--- src/verilog/ucg_pkg.sv ---
package ucg_pkg;
    // ****************************************
    // command codes and reset values
    // ****************************************
    localparam logic [7:0]  UCG_CMD_USER_CFG = 8'hD1; // feature word command
    localparam logic [7:0]  UCG_CMD_IIN_CAL  = 8'hD2; // calibration word command
    localparam logic [15:0] UCG_CFG_RESET    = 16'h0402; // feature word default
    localparam logic [15:0] UCG_CAL_RESET    = 16'hC200; // calibration default
    localparam logic [15:0] UCG_CFG_MASK     = 16'hFC97; // implemented feature bits
    // ****************************************
    // field positions
    // ****************************************
    localparam int UCG_MIN_HI   = 15; // min duty field msb
    localparam int UCG_MIN_LO   = 11; // min duty field lsb
    localparam int UCG_DRV_BIT  = 10; // integrated driver select
    localparam int UCG_MDEN_BIT = 7;  // min duty enable
    localparam int UCG_MRG_BIT  = 4;  // margin ratio enable
    localparam int UCG_PGPP_BIT = 2;  // power-good push-pull
    localparam int UCG_XEN_BIT  = 1;  // external sensor enable
    localparam int UCG_XSEL_BIT = 0;  // external sensor fault select
    localparam int UCG_EXP_HI   = 15; // exponent msb
    localparam int UCG_EXP_LO   = 11; // exponent lsb
    localparam int UCG_MAN_HI   = 10; // mantissa msb
endpackage

--- src/verilog/ucg_top.sv ---
`timescale 1ns/1ps
// ****************************************
// user feature and calibration registers
// ****************************************
module ucg_top (
    input  wire logic        mclk,          // system clock
    input  wire logic        arst_n,        // async reset, active low
    input  wire logic        clk_en,        // freezes state when low
    input  wire logic [7:0]  cmd_code,      // pmbus command code
    input  wire logic [15:0] cmd_wdata,     // write word
    input  wire logic        cmd_write,     // write strobe
    input  wire logic        write_protect, // blocks writes when high
    input  wire logic        lo_cmd,        // low-side gate command
    input  wire logic        hi_cmd,        // high-side gate command
    input  wire logic        stage_en,      // driver stage enable
    input  wire logic        stage_pwm,     // driver stage modulation
    input  wire logic        pgood_level,   // power-good state
    output logic [15:0]      cmd_rdata,     // read word for cmd_code
    output logic [9:0]       min_duty_num,  // limit numerator over 512
    output logic             min_duty_en,   // limit active
    output logic             margin_ratio_mode,    // use margin_ratio_setting
    output logic             external_temp_sensor, // sensor enabled
    output logic             ext_temp_fault_sel,   // faults from sensor
    output logic [4:0]       cal_exponent,  // signed exponent
    output logic [10:0]      cal_mantissa,  // signed mantissa
    output logic             low_side_drive_out,  // low pin
    output logic             high_side_drive_out, // high pin
    output logic             power_good_out,      // pg pin value
    output logic             power_good_oe        // pg pin enable
);
    import ucg_pkg::*;

    // ****************************************
    // local constants
    // ****************************************
    // the +1 of the field, doubled, so the numerator is never zero
    localparam logic [9:0] UCG_MIN_OFS = 10'h002;
    // numerator that the default word decodes to
    localparam logic [9:0] UCG_MIN_NUM_RST =
        {4'h0, UCG_CFG_RESET[UCG_MIN_HI:UCG_MIN_LO], 1'b0} + UCG_MIN_OFS;

    // ****************************************
    // stored words and next values
    // ****************************************
    logic [15:0] cfg_q;     // feature word, unused bits held at zero
    logic [15:0] cfg_d;     // next feature word
    logic [15:0] cal_q;     // calibration word, linear format
    logic [15:0] cal_d;     // next calibration word
    logic [15:0] rd_d;      // next read word
    logic        wr_ok;     // write strobe not blocked by protection
    // next values of the decoded outputs
    logic [4:0]  min_field; // raw limit field of the next word
    logic [9:0]  min_num_d; // next limit numerator
    logic        min_en_d;  // next limit enable
    logic        mrg_d;     // next margin ratio select
    logic        xen_d;     // next sensor enable
    logic        xsel_d;    // next fault source select
    logic [4:0]  exp_d;     // next signed exponent
    logic [10:0] man_d;     // next signed mantissa

    // ****************************************
    // register write path and read mux
    // ****************************************
    // a protected write is dropped with no indication; the host has
    // to read the word back to learn whether it landed
    always_comb begin
        wr_ok = cmd_write && !write_protect;
        cfg_d = cfg_q;
        cal_d = cal_q;
        rd_d  = 16'h0000; // unknown codes read zero
        if (wr_ok && cmd_code == UCG_CMD_USER_CFG) begin
            // unused bits never reach the register
            cfg_d = cmd_wdata & UCG_CFG_MASK;
        end
        if (wr_ok && cmd_code == UCG_CMD_IIN_CAL) begin
            cal_d = cmd_wdata;
        end
        // the read word is taken from the stored value, so a write shows
        // on the read port one edge after it lands
        if (cmd_code == UCG_CMD_USER_CFG) begin
            rd_d = cfg_q;
        end else if (cmd_code == UCG_CMD_IIN_CAL) begin
            rd_d = cal_q;
        end
    end

    // ****************************************
    // field decode of the next words
    // ****************************************
    // decoding the next word rather than the stored one lets every
    // decoded output change at the same edge as its register
    always_comb begin
        min_field = cfg_d[UCG_MIN_HI:UCG_MIN_LO];
        // 2x(value+1) numerator; the 512 denominator is fixed downstream
        min_num_d = {4'h0, min_field, 1'b0} + UCG_MIN_OFS;
        // the limit is only a candidate until its enable bit is set
        min_en_d  = cfg_d[UCG_MDEN_BIT];
        mrg_d     = cfg_d[UCG_MRG_BIT];
        xen_d     = cfg_d[UCG_XEN_BIT];
        // the fault source is the raw bit, not gated by the sensor
        // enable; fault logic downstream has to look at both
        xsel_d    = cfg_d[UCG_XSEL_BIT];
        // sign handling is left to the current arithmetic downstream
        exp_d     = cal_d[UCG_EXP_HI:UCG_EXP_LO];
        man_d     = cal_d[UCG_MAN_HI:0];
    end

    // ****************************************
    // stored words and read word
    // ****************************************
    // a low clock enable freezes the words and the read word alike
    always_ff @(posedge mclk or negedge arst_n) begin
        if (!arst_n) begin
            cfg_q     <= UCG_CFG_RESET;
            cal_q     <= UCG_CAL_RESET;
            cmd_rdata <= 16'h0000;
        end else if (clk_en) begin
            cfg_q     <= cfg_d;
            cal_q     <= cal_d;
            cmd_rdata <= rd_d;
        end
    end

    // ****************************************
    // registered decodes
    // ****************************************
    // reset values come from the default words, so the decoded outputs
    // agree with the registers straight out of reset
    always_ff @(posedge mclk or negedge arst_n) begin
        if (!arst_n) begin
            min_duty_num         <= UCG_MIN_NUM_RST;
            min_duty_en          <= UCG_CFG_RESET[UCG_MDEN_BIT];
            margin_ratio_mode    <= UCG_CFG_RESET[UCG_MRG_BIT];
            external_temp_sensor <= UCG_CFG_RESET[UCG_XEN_BIT];
            ext_temp_fault_sel   <= UCG_CFG_RESET[UCG_XSEL_BIT];
            cal_exponent         <= UCG_CAL_RESET[UCG_EXP_HI:UCG_EXP_LO];
            cal_mantissa         <= UCG_CAL_RESET[UCG_MAN_HI:0];
        end else if (clk_en) begin
            min_duty_num         <= min_num_d;
            min_duty_en          <= min_en_d;
            margin_ratio_mode    <= mrg_d;
            external_temp_sensor <= xen_d;
            ext_temp_fault_sel   <= xsel_d;
            cal_exponent         <= exp_d;
            cal_mantissa         <= man_d;
        end
    end

    // ****************************************
    // pin mapping
    // ****************************************
    ucg_drive_map u_map (
        .mclk                (mclk),
        .arst_n              (arst_n),
        .clk_en              (clk_en),
        .stage_mode          (cfg_q[UCG_DRV_BIT]),
        .pgood_push_pull     (cfg_q[UCG_PGPP_BIT]),
        .lo_cmd              (lo_cmd),
        .hi_cmd              (hi_cmd),
        .stage_en            (stage_en),
        .stage_pwm           (stage_pwm),
        .pgood_level         (pgood_level),
        .low_side_drive_out  (low_side_drive_out),
        .high_side_drive_out (high_side_drive_out),
        .power_good_out      (power_good_out),
        .power_good_oe       (power_good_oe)
    );

    // ****************************************
    // register checks
    // ****************************************
    // unused bits must never be stored, whatever a host writes
    unused_zero_a: assert property (@(posedge mclk) disable iff (!arst_n)
        (cfg_q & ~UCG_CFG_MASK) == 16'h0000)
        else $error("unused feature bit set");
    // an allowed write lands at the edge that takes it
    cfg_write_a: assert property (@(posedge mclk) disable iff (!arst_n)
        (clk_en && cmd_write && !write_protect && cmd_code == UCG_CMD_USER_CFG)
        |=> cfg_q == ($past(cmd_wdata) & UCG_CFG_MASK))
        else $error("feature write lost");
    // the calibration word is stored whole, no field is dropped
    cal_write_a: assert property (@(posedge mclk) disable iff (!arst_n)
        (clk_en && cmd_write && !write_protect && cmd_code == UCG_CMD_IIN_CAL)
        |=> cal_q == $past(cmd_wdata))
        else $error("calibration write lost");
    // protection must hold both words at the edge it is sampled
    protect_hold_a: assert property (@(posedge mclk) disable iff (!arst_n)
        (write_protect) |=> $stable(cal_q) && $stable(cfg_q))
        else $error("protected write took effect");
    // a read shows the word that was stored before the edge
    cfg_read_a: assert property (@(posedge mclk) disable iff (!arst_n)
        (clk_en && cmd_code == UCG_CMD_USER_CFG) |=> cmd_rdata == $past(cfg_q))
        else $error("feature read word wrong");
    cal_read_a: assert property (@(posedge mclk) disable iff (!arst_n)
        (clk_en && cmd_code == UCG_CMD_IIN_CAL) |=> cmd_rdata == $past(cal_q))
        else $error("calibration read word wrong");
    // the first edge after release still sees the default words
    reset_word_a: assert property (@(posedge mclk) disable iff (!arst_n)
        $rose(arst_n) |-> cfg_q == UCG_CFG_RESET && cal_q == UCG_CAL_RESET)
        else $error("default words wrong after reset");
    // a low clock enable must hold every stored word
    freeze_hold_a: assert property (@(posedge mclk) disable iff (!arst_n)
        !clk_en |=> $stable(cfg_q) && $stable(cal_q) && $stable(cmd_rdata))
        else $error("state moved while frozen");

    // ****************************************
    // decode checks
    // ****************************************
    min_duty_a: assert property (@(posedge mclk) disable iff (!arst_n)
        min_duty_num == {4'h0, cfg_q[UCG_MIN_HI:UCG_MIN_LO], 1'b0} + UCG_MIN_OFS)
        else $error("min duty numerator wrong");
    min_en_a: assert property (@(posedge mclk) disable iff (!arst_n)
        min_duty_en == cfg_q[UCG_MDEN_BIT])
        else $error("min duty enable wrong");
    margin_sel_a: assert property (@(posedge mclk) disable iff (!arst_n)
        margin_ratio_mode == cfg_q[UCG_MRG_BIT])
        else $error("margin ratio select wrong");
    ext_sel_a: assert property (@(posedge mclk) disable iff (!arst_n)
        external_temp_sensor == cfg_q[UCG_XEN_BIT]
        && ext_temp_fault_sel == cfg_q[UCG_XSEL_BIT])
        else $error("sensor select wrong");
    // both linear fields together must rebuild the stored word
    cal_split_a: assert property (@(posedge mclk) disable iff (!arst_n)
        {cal_exponent, cal_mantissa} == cal_q)
        else $error("linear fields wrong");
endmodule

--- src/verilog/ucg_drive_map.sv ---
`timescale 1ns/1ps
// ****************************************
// drive pin mapping and power-good style
// ****************************************
module ucg_drive_map (
    input  wire logic mclk,                // system clock
    input  wire logic arst_n,              // async reset, active low
    input  wire logic clk_en,              // freezes state when low
    input  wire logic stage_mode,          // integrated driver stage mode
    input  wire logic pgood_push_pull,     // power-good style
    input  wire logic lo_cmd,              // low-side gate command
    input  wire logic hi_cmd,              // high-side gate command
    input  wire logic stage_en,            // driver stage enable
    input  wire logic stage_pwm,           // driver stage modulation
    input  wire logic pgood_level,         // power-good state
    output logic      low_side_drive_out,  // low pin
    output logic      high_side_drive_out, // high pin
    output logic      power_good_out,      // power-good pin value
    output logic      power_good_oe        // power-good pin enable
);
    logic lo_d;    // next low pin
    logic hi_d;    // next high pin
    logic pgood_d; // next power-good value
    logic oe_d;    // next power-good enable

    // ****************************************
    // combinational pin selection
    // ****************************************
    always_comb begin
        if (stage_mode) begin
            lo_d = stage_en;
            hi_d = stage_pwm;
        end else begin
            lo_d = lo_cmd;
            hi_d = hi_cmd;
        end
        // open drain only ever drives a low
        pgood_d = pgood_push_pull ? pgood_level : 1'b0;
        oe_d    = pgood_push_pull ? 1'b1 : !pgood_level;
    end

    // pins come from flops; reset keeps gates off and power-good low
    always_ff @(posedge mclk or negedge arst_n) begin
        if (!arst_n) begin
            low_side_drive_out  <= 1'b0;
            high_side_drive_out <= 1'b0;
            power_good_out      <= 1'b0;
            power_good_oe       <= 1'b1;
        end else if (clk_en) begin
            low_side_drive_out  <= lo_d;
            high_side_drive_out <= hi_d;
            power_good_out      <= pgood_d;
            power_good_oe       <= oe_d;
        end
    end

    pgood_od_a: assert property (@(posedge mclk) disable iff (!arst_n)
        (clk_en && !pgood_push_pull) |=> (power_good_out == 1'b0))
        else $error("open drain power-good drove high");
    pgood_pp_a: assert property (@(posedge mclk) disable iff (!arst_n)
        (clk_en && pgood_push_pull) |=> power_good_oe && power_good_out == $past(pgood_level))
        else $error("push-pull power-good not driven");
    drv_map_a: assert property (@(posedge mclk) disable iff (!arst_n)
        (clk_en && stage_mode) |=> low_side_drive_out == $past(stage_en)
        && high_side_drive_out == $past(stage_pwm))
        else $error("pins not stage enable and modulation");
    drv_direct_a: assert property (@(posedge mclk) disable iff (!arst_n)
        (clk_en && !stage_mode) |=> low_side_drive_out == $past(lo_cmd)
        && high_side_drive_out == $past(hi_cmd))
        else $error("pins not direct gate commands");
endmodule

--- config.mk ---
export PLATFORM = sky130hd
export DESIGN_NAME = ucg_top
export DESIGN_NICKNAME = d
export VERILOG_FILES = /design/src/verilog/ucg_pkg.sv /design/src/verilog/ucg_top.sv /design/src/verilog/ucg_drive_map.sv
export SDC_FILE = /design/constraint.sdc
export NUM_CORES = 1
export LEC_CHECK = 0
export BUFFER_PORTS_ARGS = -buffer_cell sky130_fd_sc_hd__buf_2
export CAP_MARGIN = 20
export CELL_PAD_IN_SITES_DETAIL_PLACEMENT = 0
export CELL_PAD_IN_SITES_GLOBAL_PLACEMENT = 1
export CORE_ASPECT_RATIO = 1.5
export CORE_MARGIN = 2
export CORE_UTILIZATION = 40
export CTS_BUF_LIST = sky130_fd_sc_hd__clkbuf_4
export DETAILED_ROUTE_END_ITERATION = 6
export PLACE_DENSITY_LB_ADDON = 0.1
export SETUP_SLACK_MARGIN = 0.3
export SLEW_MARGIN = 30
export SYNTH_ARGS = -nofsm -noshare
export SYNTH_HDL_FRONTEND = slang
export SYNTH_SLANG_ARGS = --single-unit
--- constraint.sdc ---
create_clock -name mclk -period 1.4 [get_ports mclk]
set_input_delay 0.14 -clock mclk [delete_from_list [all_inputs] [get_ports mclk]]
set_output_delay 0.14 -clock mclk [all_outputs]
set_load 0.1 [all_outputs]
Word level (Yosys, flattened, before mapping) --
Cells that the tools add are included.
Storage, ports and cells: bits of input ports 34, register bits 77
Cells by class: add/sub/neg operators 1, reduce and logical (&&, ||, !) cells 6, mux-type cells 8, eq/ne operators 2
Operators with widths (number):
- 16-bit 2-to-1 mux | 4
- 8-bit equality test, second input constant | 2
- 6-bit by 2-bit adder with 7-bit output, second input constant | 1
- 1-bit 2-to-1 mux | 4
- 1-bit logical AND | 3
- 1-bit zero test | 2
- 2-bit AND reduction | 1

Longest topological paths before layout --
Gate-level depths: netlist of the first run.
word-level depth 5, mapped depth 6, gate-level depth less buffers 4

Cells and area by module --
From an unflattened synthesis of the first run, not the netlist that was laid out.
Unflattened totals: cells, all modules 199, area total of the unflattened synthesis 2372.3 um^2
By module, submodules not included:
- ucg_top | times used 1, sequential area each 1233.7 um^2, cells an instance 182, area each 2198.4 um^2
- ucg_drive_map | times used 1, sequential area each 101.3 um^2, cells an instance 17, area each 173.9 um^2

Worst setup path before layout of the first run --
No wires, ideal clock.
path kind input to register, start input port cmd_code[2], end register cal_q[10], buffers on the path 2, cell stages on the path 6, arrival 1.477 ns, data required time 1.274 ns, slack -0.202 ns, cells stage by stage nand4bb_4 nor4_4 and3b_1 buf_2 buf_6 mux2_2
On the way: longest elaborated chain between the ends 3
RTL lines:
- from (decl) | line ucg_top.sv:9 | input wire logic [7:0] cmd_code,
- 8-bit equality test | line ucg_top.sv:75 | if (wr_ok && cmd_code == UCG_CMD_IIN_CAL) begin
- 1-bit logical AND | line ucg_top.sv:75
- 16-bit 2-to-1 mux | line ucg_top.sv:75
- to (signal assigned) | line ucg_top.sv:119 | cal_q <= cal_d;
- to (decl) | line ucg_top.sv:47 | logic [15:0] cal_q;
No other way between the ends. A chain may end at the register's enable or synchronous reset.

==> results of run 1 <==
[worst max path at each step]
stage / end / startpoint / slack (ns) / depth (start not counted)
final: cal_exponent[4] / cal_q[15] / 0.06 / 1
after global placement: cal_q[0] / cmd_code[3] / -0.24 / 6
after global routing: power_good_oe / u_map.power_good_oe / 0.01 / 1
after floorplan: cal_q[6] / cmd_code[3] / -0.19 / 6
after detailed placement: cal_q[3] / cmd_code[3] / -0.26 / 6
after CTS: power_good_oe / u_map.power_good_oe / 0.04 / 1
[per-layer routing]
layer,wire [um],up-vias,track usage
met5,0,-,0
met1,2640,950,0.257
met4,97,0,0.0502
met2,3490,60,0.374
met3,343,10,0.0502
li1,-,897,-
[worst register-to-register path, delay by kind of cell (launching register included)]
kind                   cells  cell delay, ns
XOR/XNOR                   1            0.11
buffers and inverters      2            0.25
flip-flops                 1            0.46
multiplexers               2            0.36
[area by class of cell]
class,count,area [um^2],share of cell area
Clock buffer,6,45.0,0.0105
Sequential cell,53,1400,0.326
Tap cell,72,90.1,0.0210
Timing Repair Buffer,136,1640,0.381
Inverter,7,26.3,0.00613
Clock inverter,2,33.8,0.00788
Multi-Input combinational cell,109,1060,0.247
[state kept, by name, summed over array words and instances, names as in the netlist]
| name | count |
|---|---|
| min_duty_num | 6 |
| u_map.power_good_out | 1 |
| cfg_q | 11 |
| u_map.low_side_drive_out | 1 |
| u_map.power_good_oe | 1 |
| cal_q | 16 |
| u_map.high_side_drive_out | 1 |
| cmd_rdata | 16 |
[cells by family after synthesis]
group	after synthesis	synth area share
flip-flops	53	0.559
multiplexers	39	0.180
AND/OR/NAND/NOR	36	0.108
AO/OA/AOI/OAI	22	0.0760
buffers and inverters	21	0.0461
XOR/XNOR	8	0.0293
other	1	0.00157
[power breakdown]
group / leakage [nW] / internal [mW] / switching, mW
Sequential: 0.645 / 1.57 / 0.0277
Combinational: 1.31 / 0.210 / 0.335
Clock: 0.0433 / 0.392 / 0.471
Total: 2.00 / 2.17 / 0.833
[cell usage in the layout (no fill, tap or decap), types with 2 or more instances in the layout]
| cell | synthesis | routed |
|---|---|---|
| mux2_4 | 0 | 21 |
| dfrtp_2 | 0 | 29 |
| dlygate4sd3_1 | 0 | 8 |
| nand3_1 | 5 | 4 |
| buf_4 | 4 | 32 |
| mux2i_1 | 8 | 8 |
| inv_1 | 7 | 7 |
| a22o_1 | 5 | 5 |
| dfrtp_1 | 46 | 13 |
| xnor2_1 | 4 | 3 |
| a31oi_1 | 2 | 2 |
| dfstp_2 | 7 | 4 |
| a221o_1 | 10 | 10 |
| buf_2 | 1 | 31 |
| mux2_2 | 31 | 10 |
| dfstp_4 | 0 | 3 |
| a21oi_1 | 2 | 2 |
| and2_1 | 10 | 7 |
| and2_4 | 0 | 3 |
| dfrtp_4 | 0 | 4 |
| buf_12 | 0 | 47 |
| o21ai_0 | 3 | 3 |
| nor2_1 | 6 | 5 |
| buf_6 | 2 | 17 |
| nand4_1 | 2 | 2 |
| conb_1 | 1 | 4 |
| xor2_1 | 4 | 4 |
| nand2_1 | 3 | 3 |
| clkbuf_4 | 0 | 6 |
[what timing repair did]
item                                    in CTS  in global routing
endpoints found under the hold margin       42                  0
cloned                                       1                  0
hold buffers                                 8                  0
gates resized for setup                    161                 38
pin swaps                                    9                  8
setup buffers                               27                  8
endpoints found under the setup margin      68                 73
[cells in the mapped netlist]
library cell / number / area share
nand2_1: 3 / 0.0047
mux2_2: 31 / 0.15
a22o_1: 5 / 0.018
nand4_1: 2 / 0.0052
a21oi_1: 2 / 0.0042
buf_4: 4 / 0.013
inv_1: 7 / 0.011
dfstp_2: 7 / 0.077
nand4bb_4: 1 / 0.012
or2b_1: 1 / 0.0031
and3b_1: 1 / 0.0037
nor4_4: 1 / 0.0089
a221o_1: 10 / 0.042
nand2b_4: 1 / 0.0058
nor2_1: 6 / 0.0094
xor2_1: 4 / 0.015
clkbuf_1: 7 / 0.011
nand3b_1: 1 / 0.0031
buf_2: 1 / 0.0021
and2_1: 10 / 0.026
or3b_1: 1 / 0.0037
mux2i_1: 8 / 0.034
and4bb_1: 1 / 0.0052
nand3_1: 5 / 0.010
conb_1: 1 / 0.0016
o21ai_0: 3 / 0.0063
or3_1: 1 / 0.0026
xnor2_1: 4 / 0.015
dfrtp_1: 46 / 0.48
and4b_2: 1 / 0.0047
buf_6: 2 / 0.0094
a31oi_1: 2 / 0.0052
[stage by stage]
| step | total power [mW] | hold WS (ns) |
|---|---|---|
| detailed placement | 2.05 | 0.0732 |
| finish | 3.00 | 0.0142 |
| global placement | 2.05 | 0.0735 |
| CTS | 3.02 | 0.000919 |
| floorplan | 1.90 | -0.156 |
| global route | 3.12 | 0.00190 |
==> run_summary.xml, run 1 <==
<?xml version="1.0" encoding="UTF-8"?>
<metrics>
  <group name="run_status">
    <metric name="outcome" unit="">finished clean</metric>
  </group>
  <group name="setup_path">
    <metric name="delay_of_the_slowest_critical_path_stage" unit="ns">0.67</metric>
    <metric name="cp_top_family" unit="">flip-flops</metric>
    <metric name="timing.critical_path.from_type" unit="">flop</metric>
    <metric name="crit_chain" unit="">buf_12</metric>
    <metric name="worstSetupPathType" unit="">reg -&gt; out</metric>
    <metric name="worst_r2r_path_depth" unit="">5</metric>
    <metric name="r2r_start" unit="">cfg_q[12]</metric>
    <metric name="critical_path.n_buffers_inverters" unit="">1</metric>
    <metric name="cp_data_arrival_time" unit="ns">1.20</metric>
    <metric name="worstReg2RegEnd" unit="">min_duty_num[2]</metric>
    <metric name="rrSetupSlack" unit="ns">0.12</metric>
    <metric name="worst_path_slowest_cell" unit="">dfstp_4</metric>
    <metric name="critical_path_required" unit="ns">1.26</metric>
    <metric name="cp-end-kind" unit="">output port</metric>
    <metric name="crit_path_max_fanout" unit="">3</metric>
  </group>
  <group name="logic_synthesis">
    <metric name="synth_warnings" unit="">0</metric>
    <metric name="synth.lib_cells_used.distinct" unit="">32</metric>
    <metric name="synth.cell_area" unit="mm^2">0.00239</metric>
    <metric name="postSynthAreaPerCell" unit="um^2">13.3</metric>
    <metric name="yosysSeqAreaShare" unit="">0.559</metric>
    <metric name="synthesis.instances" unit="">180</metric>
    <metric name="ys_ff_latch" unit="">53</metric>
  </group>
  <group name="timing">
    <metric name="report.final.slew_viol_count" unit="">0</metric>
    <metric name="fin_worst_skew" unit="ns">0.0192</metric>
    <metric name="fin_ws" unit="ns">0.0561</metric>
    <metric name="highest_clock_rate" unit="MHz">744</metric>
    <metric name="period_share" unit="">0.960</metric>
    <metric name="fin_tns_setup" unit="ns">0</metric>
    <metric name="timing.final.hold_violations" unit="">0</metric>
    <metric name="unrepaired_setup_endpoints_after_global_routing" unit="">true</metric>
    <metric name="setup-violations-final" unit="">0</metric>
    <metric name="fin_crit" unit="ns">1.34</metric>
  </group>
  <group name="cells_and_area">
    <metric name="final_area" unit="mm^2">0.00429</metric>
    <metric name="finish.cell_count_without_fillers" unit="">385</metric>
    <metric name="insertedDiodeCount" unit="">0</metric>
    <metric name="layout.core_utilization" unit="">0.741</metric>
    <metric name="filler_cell_count" unit="">378</metric>
    <metric name="synthToLayoutAreaGrowth" unit="%">79.5</metric>
    <metric name="share_of_final_layout_standard_cells_stronger_than_drive_strength_1" unit="">0.696</metric>
    <metric name="fin_nets" unit="">346</metric>
  </group>
  <group name="clocking">
    <metric name="clock_insertion_delay_worst_skew" unit="ns">0.37</metric>
    <metric name="numCtsBuffers" unit="">5</metric>
    <metric name="clock_transition_at_path_regs" unit="ns">0.14</metric>
    <metric name="clock_sink_total" unit="">53</metric>
    <metric name="cts.htree.levels" unit="">2</metric>
    <metric name="cts_tree" unit="">built</metric>
    <metric name="cts.path.max_buffers" unit="">2</metric>
    <metric name="cts_root_buffer" unit="">clkbuf_4</metric>
  </group>
  <group name="floorplan">
    <metric name="die_area" unit="mm^2">0.00662</metric>
    <metric name="floorplan.core_area" unit="mm^2">0.00579</metric>
    <metric name="floorplan.die.height" unit="um">98.6</metric>
    <metric name="row_count" unit="">34</metric>
    <metric name="fp.dieW" unit="um">67.1</metric>
    <metric name="effective_utilization_at_floorplan" unit="">0.413</metric>
    <metric name="io-pin-count" unit="">84</metric>
  </group>
  <group name="routing">
    <metric name="routed_via_density" unit="">4.98</metric>
    <metric name="route.detailed.wl_per_inst" unit="um">17.0</metric>
    <metric name="dr_total_vias" unit="">1917</metric>
    <metric name="first_pass_iters" unit="">4</metric>
    <metric name="drc" unit="">0</metric>
    <metric name="detail-route-antenna-nets" unit="">0</metric>
    <metric name="drt-initial-drc-count" unit="">74</metric>
    <metric name="totalWireLength" unit="mm">6.56</metric>
  </group>
  <group name="pwr">
    <metric name="power_density" unit="mW/mm^2">700</metric>
    <metric name="worst_supply_voltage_drop_on_vdd" unit="uV">611</metric>
    <metric name="total_leakage_power" unit="nW">2.00</metric>
  </group>
  <group name="global_route">
    <metric name="globalRoute.totalOverflow" unit="">0</metric>
    <metric name="grt_start_max_net_pins" unit="">40</metric>
    <metric name="grt_pass1_wl" unit="mm">10.7</metric>
    <metric name="global_route.usage.total" unit="">0.213</metric>
    <metric name="initial_antenna_violation_count" unit="">0</metric>
    <metric name="grt_pass1_vias" unit="">2144</metric>
  </group>
  <group name="hold_path">
    <metric name="hold_path.startpoint" unit="">cmd_wdata[4]</metric>
    <metric name="min_to" unit="">cal_q[4]</metric>
    <metric name="depth_of_the_worst_hold_timing_path" unit="">2</metric>
    <metric name="holdCritPathClass" unit="">in -&gt; reg</metric>
  </group>
  <group name="placement">
    <metric name="placement.setup.worst_slack" unit="ns">-0.261</metric>
    <metric name="numPortBuffers" unit="">79</metric>
    <metric name="detailed_place.area" unit="mm^2">0.00310</metric>
    <metric name="place.detailed.hpwl" unit="mm">3.83</metric>
    <metric name="placed_cells" unit="">333</metric>
    <metric name="place.gp.congestion" unit="">0.712</metric>
  </group>
  <group name="flow_run">
    <metric name="max-cap-violations" unit="">0</metric>
  </group>
</metrics>
No activity file was read; power rests on OpenSTA's default activity.
==> run 2, diff against run 1 <==
- CORE_UTILIZATION: 40 -> 36
- MAX_ROUTING_LAYER: default -> met4
- clock period: 1.4 -> 1.2 ns (I/O delays scaled with it)
==> run_summary.xml, run 2 (synthesis results as in run 1) <==
<?xml version="1.0" encoding="UTF-8"?>
<metrics>
  <group name="setup_path">
    <metric name="crit_path_max_fanout" unit="">3</metric>
    <metric name="crit_chain" unit="">buf_12</metric>
    <metric name="critical_path.n_buffers_inverters" unit="">1</metric>
    <metric name="worstReg2RegEnd" unit="">min_duty_num[5]</metric>
    <metric name="cp_top_family" unit="">flip-flops</metric>
    <metric name="delay_of_the_slowest_critical_path_stage" unit="ns">0.67</metric>
    <metric name="worstSetupPathType" unit="">reg -&gt; out</metric>
    <metric name="worst_r2r_path_depth" unit="">4</metric>
    <metric name="critical_path_required" unit="ns">1.08</metric>
    <metric name="worst_path_slowest_cell" unit="">dfstp_4</metric>
    <metric name="timing.critical_path.from_type" unit="">flop</metric>
    <metric name="cp-end-kind" unit="">output port</metric>
    <metric name="cp_data_arrival_time" unit="ns">1.22</metric>
    <metric name="r2r_start" unit="">cfg_q[12]</metric>
    <metric name="worst_setup_path_startpoint" unit="">cal_q[14]</metric>
    <metric name="rrSetupSlack" unit="ns">-0.10</metric>
  </group>
  <group name="cells_and_area">
    <metric name="most_common_cell_after_layout_fill_and_taps_aside" unit="">buf_12</metric>
    <metric name="layout.core_utilization" unit="">0.700</metric>
    <metric name="layout_common_cells" unit="">51 x buf_12, 29 x dfrtp_2, 29 x buf_2, 27 x buf_6, 25 x mux2_4</metric>
    <metric name="insertedDiodeCount" unit="">0</metric>
    <metric name="biggest_registers_after_layout" unit="">cal_q (16), cmd_rdata (16), cfg_q (11)</metric>
    <metric name="fin_nets" unit="">350</metric>
    <metric name="final_area" unit="mm^2">0.00451</metric>
    <metric name="synthToLayoutAreaGrowth" unit="%">88.8</metric>
    <metric name="share_of_final_layout_standard_cells_stronger_than_drive_strength_1" unit="">0.732</metric>
    <metric name="filler_cell_count" unit="">435</metric>
    <metric name="finish.cell_count_without_fillers" unit="">393</metric>
  </group>
  <group name="placement">
    <metric name="placed_cells" unit="">343</metric>
    <metric name="place.detailed.hpwl" unit="mm">4.07</metric>
    <metric name="place.gp.congestion" unit="">0.802</metric>
    <metric name="numPortBuffers" unit="">79</metric>
    <metric name="detailed_place.area" unit="mm^2">0.00380</metric>
  </group>
  <group name="run_status">
    <metric name="outcome" unit="">finished with violations</metric>
    <metric name="violations" unit="">setup timing</metric>
  </group>
  <group name="timing">
    <metric name="fin_tns_setup" unit="ns">-1.61</metric>
    <metric name="finalHoldWorstSlack" unit="ns">0.0334</metric>
    <metric name="period_share" unit="">1.11</metric>
    <metric name="fin_crit" unit="ns">1.34</metric>
    <metric name="highest_clock_rate" unit="MHz">749</metric>
    <metric name="report.final.slew_viol_count" unit="">0</metric>
    <metric name="fin_worst_skew" unit="ns">0.0111</metric>
    <metric name="unrepaired_setup_endpoints_after_global_routing" unit="">true</metric>
    <metric name="setup-violations-final" unit="">28</metric>
    <metric name="fin_ws" unit="ns">-0.136</metric>
    <metric name="timing.final.hold_violations" unit="">0</metric>
  </group>
  <group name="floorplan">
    <metric name="floorplan.die.height" unit="um">104</metric>
    <metric name="floorplan.core_area" unit="mm^2">0.00644</metric>
    <metric name="effective_utilization_at_floorplan" unit="">0.371</metric>
    <metric name="die_area" unit="mm^2">0.00732</metric>
    <metric name="row_count" unit="">36</metric>
    <metric name="io-pin-count" unit="">84</metric>
    <metric name="fp.dieW" unit="um">70.5</metric>
  </group>
  <group name="routing">
    <metric name="routed_via_density" unit="">4.87</metric>
    <metric name="detail-route-antenna-nets" unit="">0</metric>
    <metric name="first_pass_iters" unit="">4</metric>
    <metric name="dr_total_vias" unit="">1912</metric>
    <metric name="drt-initial-drc-count" unit="">83</metric>
    <metric name="totalWireLength" unit="mm">6.41</metric>
    <metric name="drc" unit="">0</metric>
    <metric name="route.detailed.wl_per_inst" unit="um">16.3</metric>
  </group>
  <group name="pwr">
    <metric name="p_sw" unit="mW">1.01</metric>
    <metric name="power_frac_comb" unit="">0.188</metric>
    <metric name="power_density" unit="mW/mm^2">788</metric>
    <metric name="sw_share" unit="">0.284</metric>
    <metric name="worst_supply_voltage_drop_on_vdd" unit="uV">689</metric>
    <metric name="total_leakage_power" unit="nW">2.05</metric>
    <metric name="pwr-share-seq" unit="">0.524</metric>
    <metric name="power_report.internal_total" unit="mW">2.55</metric>
    <metric name="share_clk_of_total_power" unit="">0.287</metric>
  </group>
  <group name="global_route">
    <metric name="grt_start_max_net_pins" unit="">54</metric>
    <metric name="initial_antenna_violation_count" unit="">0</metric>
    <metric name="grt_pass1_vias" unit="">2063</metric>
    <metric name="global_route.usage.total" unit="">0.188</metric>
    <metric name="grt_pass1_wl" unit="mm">10.5</metric>
    <metric name="globalRoute.totalOverflow" unit="">0</metric>
  </group>
  <group name="hold_path">
    <metric name="min_to" unit="">u_map.high_side_drive_out</metric>
    <metric name="depth_of_the_worst_hold_timing_path" unit="">3</metric>
    <metric name="holdCritPathClass" unit="">in -&gt; reg</metric>
    <metric name="hold_path.startpoint" unit="">stage_pwm</metric>
  </group>
  <group name="clocking">
    <metric name="numCtsBuffers" unit="">5</metric>
    <metric name="clock_insertion_delay_worst_skew" unit="ns">0.37</metric>
    <metric name="clock_transition_at_path_regs" unit="ns">0.16</metric>
    <metric name="cts.htree.levels" unit="">2</metric>
    <metric name="cts_root_buffer" unit="">clkbuf_4</metric>
    <metric name="clock_sink_total" unit="">53</metric>
    <metric name="cts.path.max_buffers" unit="">2</metric>
    <metric name="cts_tree" unit="">built</metric>
  </group>
  <group name="flow_run">
    <metric name="max-cap-violations" unit="">0</metric>
  </group>
</metrics>
[run 2: power groups by stage]
stage	Combinational [mW]	Sequential, mW	Clock [mW]
CTS	0.660	1.86	1.07
finish	0.670	1.87	1.02
global route	0.702	1.87	1.14
global placement	0.587	1.90	0
floorplan	0.150	2.07	0
detailed placement	0.590	1.90	0
[run 2: layout make-up]
cell class	instances	area (um^2)	area share
Timing Repair Buffer	140	1770	0.393
Multi-Input combinational cell	109	1100	0.245
Inverter	7	26.3	0.00583
Clock buffer	5	37.5	0.00832
Tap cell	76	95.1	0.0211
Sequential cell	53	1430	0.317
Clock inverter	3	46.3	0.0103
[run 2: what timing repair did]
action	in CTS	in global routing
setup buffers	17	10
resized for setup	49	18
hold buffers	14	0
endpoints found under the hold margin	72	0
endpoints found under the setup margin	92	93
cloned	1	0
pin swaps	11	10
[run 2: how the worst max path moves through the flow]
stage / endpoint / slack (ns) / cells past startpoint
floorplan: cal_q[6] / -0.37 / 6
global placement: cal_q[3] / -0.41 / 6
detailed placement: cal_q[3] / -0.45 / 6
CTS: cal_exponent[3] / -0.17 / 1
global route: cal_exponent[4] / -0.20 / 1
finish: cal_exponent[3] / -0.14 / 1
[run 2: routing by layer]
layer  GRT usage  part of all wire  up-vias
met5           -                 0        -
met4      0.0632             0.012        0
met3      0.0428             0.043        6
met2       0.319              0.55       53
met1       0.216              0.39      949
li1            -                 -      904
[run 2: through the flow]
step           setup slack, ns  power (mW)
3_5_place_dp            -0.450        2.49
4_1_cts                 -0.166        3.60
3_3_place_gp            -0.413        2.48
6_report                -0.136        3.56
5_1_grt                 -0.202        3.71
2_1_floorplan           -0.368        2.22
==> run 3, diff against run 2 <==
- CAP_MARGIN: 20 -> 5
- CORE_UTILIZATION: 36 -> 40
- CTS_BUF_LIST: sky130_fd_sc_hd__clkbuf_4 -> sky130_fd_sc_hd__clkbuf_4 sky130_fd_sc_hd__clkbuf_8
- clock period: 1.2 -> 1.5 ns (I/O delays scaled with it)
==> run_summary.xml, run 3 (synthesis results as in run 1) <==
<?xml version="1.0" encoding="UTF-8"?>
<metrics>
  <group name="placement">
    <metric name="place.detailed.hpwl" unit="mm">3.71</metric>
    <metric name="detailed_place.area" unit="mm^2">0.00293</metric>
    <metric name="numPortBuffers" unit="">79</metric>
    <metric name="place.gp.congestion" unit="">0.686</metric>
  </group>
  <group name="setup_path">
    <metric name="cp-end-kind" unit="">flop</metric>
    <metric name="crit_path_max_fanout" unit="">9</metric>
    <metric name="timing.critical_path.from_type" unit="">input port</metric>
    <metric name="cp_data_arrival_time" unit="ns">1.47</metric>
    <metric name="worst_setup_path_startpoint" unit="">cmd_code[3]</metric>
    <metric name="worstSetupPathType" unit="">in -&gt; reg</metric>
    <metric name="worst_r2r_path_depth" unit="">4</metric>
    <metric name="critical_path_required" unit="ns">1.68</metric>
    <metric name="r2r_start" unit="">cfg_q[13]</metric>
    <metric name="rrSetupSlack" unit="ns">0.28</metric>
    <metric name="worstReg2RegEnd" unit="">min_duty_num[5]</metric>
    <metric name="setup.worst_path.end" unit="">cal_q[2]</metric>
  </group>
  <group name="routing">
    <metric name="dr_total_vias" unit="">1751</metric>
    <metric name="routed_via_density" unit="">5.00</metric>
    <metric name="drt-initial-drc-count" unit="">71</metric>
    <metric name="drc" unit="">0</metric>
    <metric name="route.detailed.wl_per_inst" unit="um">15.3</metric>
    <metric name="totalWireLength" unit="mm">5.35</metric>
    <metric name="detail-route-antenna-nets" unit="">0</metric>
    <metric name="first_pass_iters" unit="">4</metric>
  </group>
  <group name="clocking">
    <metric name="clock_insertion_delay_worst_skew" unit="ns">0.30</metric>
    <metric name="numCtsBuffers" unit="">5</metric>
    <metric name="cts_root_buffer" unit="">clkbuf_8</metric>
    <metric name="cts.path.max_buffers" unit="">2</metric>
    <metric name="cts.htree.levels" unit="">2</metric>
    <metric name="clock_sink_total" unit="">53</metric>
    <metric name="cts_tree" unit="">built</metric>
    <metric name="clock_transition_at_path_regs" unit="ns">0.09</metric>
  </group>
  <group name="global_route">
    <metric name="grt_pass1_vias" unit="">1712</metric>
    <metric name="globalRoute.totalOverflow" unit="">0</metric>
    <metric name="grt_start_max_net_pins" unit="">54</metric>
    <metric name="global_route.usage.total" unit="">0.180</metric>
    <metric name="initial_antenna_violation_count" unit="">0</metric>
    <metric name="grt_pass1_wl" unit="mm">8.72</metric>
  </group>
  <group name="floorplan">
    <metric name="die_area" unit="mm^2">0.00662</metric>
    <metric name="effective_utilization_at_floorplan" unit="">0.413</metric>
    <metric name="io-pin-count" unit="">84</metric>
    <metric name="floorplan.die.height" unit="um">98.6</metric>
    <metric name="fp.dieW" unit="um">67.1</metric>
    <metric name="row_count" unit="">34</metric>
    <metric name="floorplan.core_area" unit="mm^2">0.00579</metric>
  </group>
  <group name="cells_and_area">
    <metric name="area_of_combinational_cells_with_multiple_inputs" unit="um^2">993</metric>
    <metric name="layout_common_cells" unit="">55 x buf_4, 31 x buf_2, 23 x dfrtp_2, 23 x dfrtp_1, 21 x mux2_2</metric>
    <metric name="fin_nets" unit="">311</metric>
    <metric name="synthToLayoutAreaGrowth" unit="%">42.8</metric>
    <metric name="insertedDiodeCount" unit="">0</metric>
    <metric name="layout.area.seq" unit="mm^2">0.00136</metric>
    <metric name="final_area" unit="mm^2">0.00341</metric>
    <metric name="layout.core_utilization" unit="">0.590</metric>
    <metric name="biggest_registers_after_layout" unit="">cal_q (16), cmd_rdata (16), cfg_q (11)</metric>
    <metric name="filler_cell_count" unit="">512</metric>
    <metric name="most_common_cell_after_layout_fill_and_taps_aside" unit="">buf_4</metric>
    <metric name="share_of_final_layout_standard_cells_stronger_than_drive_strength_1" unit="">0.622</metric>
  </group>
  <group name="timing">
    <metric name="unrepaired_setup_endpoints_after_global_routing" unit="">true</metric>
    <metric name="setup-violations-final" unit="">0</metric>
    <metric name="finalHoldWorstSlack" unit="ns">0.0730</metric>
    <metric name="highest_clock_rate" unit="MHz">775</metric>
    <metric name="fin_crit" unit="ns">1.29</metric>
    <metric name="timing.final.hold_violations" unit="">0</metric>
    <metric name="period_share" unit="">0.861</metric>
    <metric name="fin_worst_skew" unit="ns">0.0130</metric>
    <metric name="report.final.slew_viol_count" unit="">0</metric>
  </group>
  <group name="pwr">
    <metric name="total_leakage_power" unit="nW">1.70</metric>
    <metric name="worst_supply_voltage_drop_on_vdd" unit="uV">695</metric>
    <metric name="power_density" unit="mW/mm^2">887</metric>
  </group>
  <group name="hold_path">
    <metric name="holdCritPathClass" unit="">in -&gt; reg</metric>
  </group>
  <group name="flow_run">
    <metric name="max-cap-violations" unit="">0</metric>
  </group>
  <group name="run_status">
    <metric name="outcome" unit="">finished clean</metric>
  </group>
</metrics>
run 3: critical path, cell delays in order:
cell and delay [ns]:
buf_6 0.09, nand4bb_4 0.24, nor4_4 0.23, and3b_2 0.27
buf_8 0.15, mux2_2 0.33
run 3: how the worst min path moves through the flow:
stage | cells after the start | to | start | slack, ns
3_3_place_gp | 2 | u_map.power_good_out | arst_n | 0.17
2_1_floorplan | 0 | cal_q[0] | arst_n | -0.15
3_5_place_dp | 2 | u_map.power_good_out | arst_n | 0.17
4_1_cts | 2 | cal_q[8] | cmd_wdata[8] | 0.06
5_1_grt | 2 | cal_q[6] | cmd_wdata[6] | 0.06
6_report | 2 | cal_q[8] | cmd_wdata[8] | 0.07
run 3: routing by layer:
metal	vias to the layer above	global-route usage	share of wire
li1	827	-	-
met1	867	0.244	0.45
met2	52	0.276	0.50
met3	5	0.0320	0.047
met4	0	0.0471	0.011
met5	-	-	0
run 3: final cells by class:
class | instances | area share
Inverter | 7 | 0.00770
Multi-Input combinational cell | 109 | 0.291
Clock inverter | 3 | 0.0191
Clock buffer | 5 | 0.0202
Tap cell | 72 | 0.0264
Timing Repair Buffer | 101 | 0.236
Sequential cell | 53 | 0.400
run 3: what timing repair did:
item / CTS / global route
endpoints found under the setup margin: 67 / 30
hold endpoints to repair: 47 / 0
hold buffers: 2 / 0
setup buffers: 6 / 6
gates resized for setup: 72 / 6
pin swaps: 1 / 4
run 3: power breakdown:
group          total (mW)  switching [mW]  internal [mW]
Clock                1.12           0.462          0.663
Sequential           1.47          0.0179           1.46
Combinational       0.427           0.300          0.127
run 3: through the flow:
step | setup TNS (ns) | power (mW) | instances | setup WS (ns)
CTS | 0 | 3.06 | 344 | 0.180
global route | 0 | 3.14 | 350 | 0.156
global placement | -2.40 | 1.89 | 328 | -0.140
floorplan | -0.977 | 1.77 | 183 | -0.101
finish | 0 | 3.03 | 350 | 0.209
detailed placement | -2.85 | 1.89 | 328 | -0.175
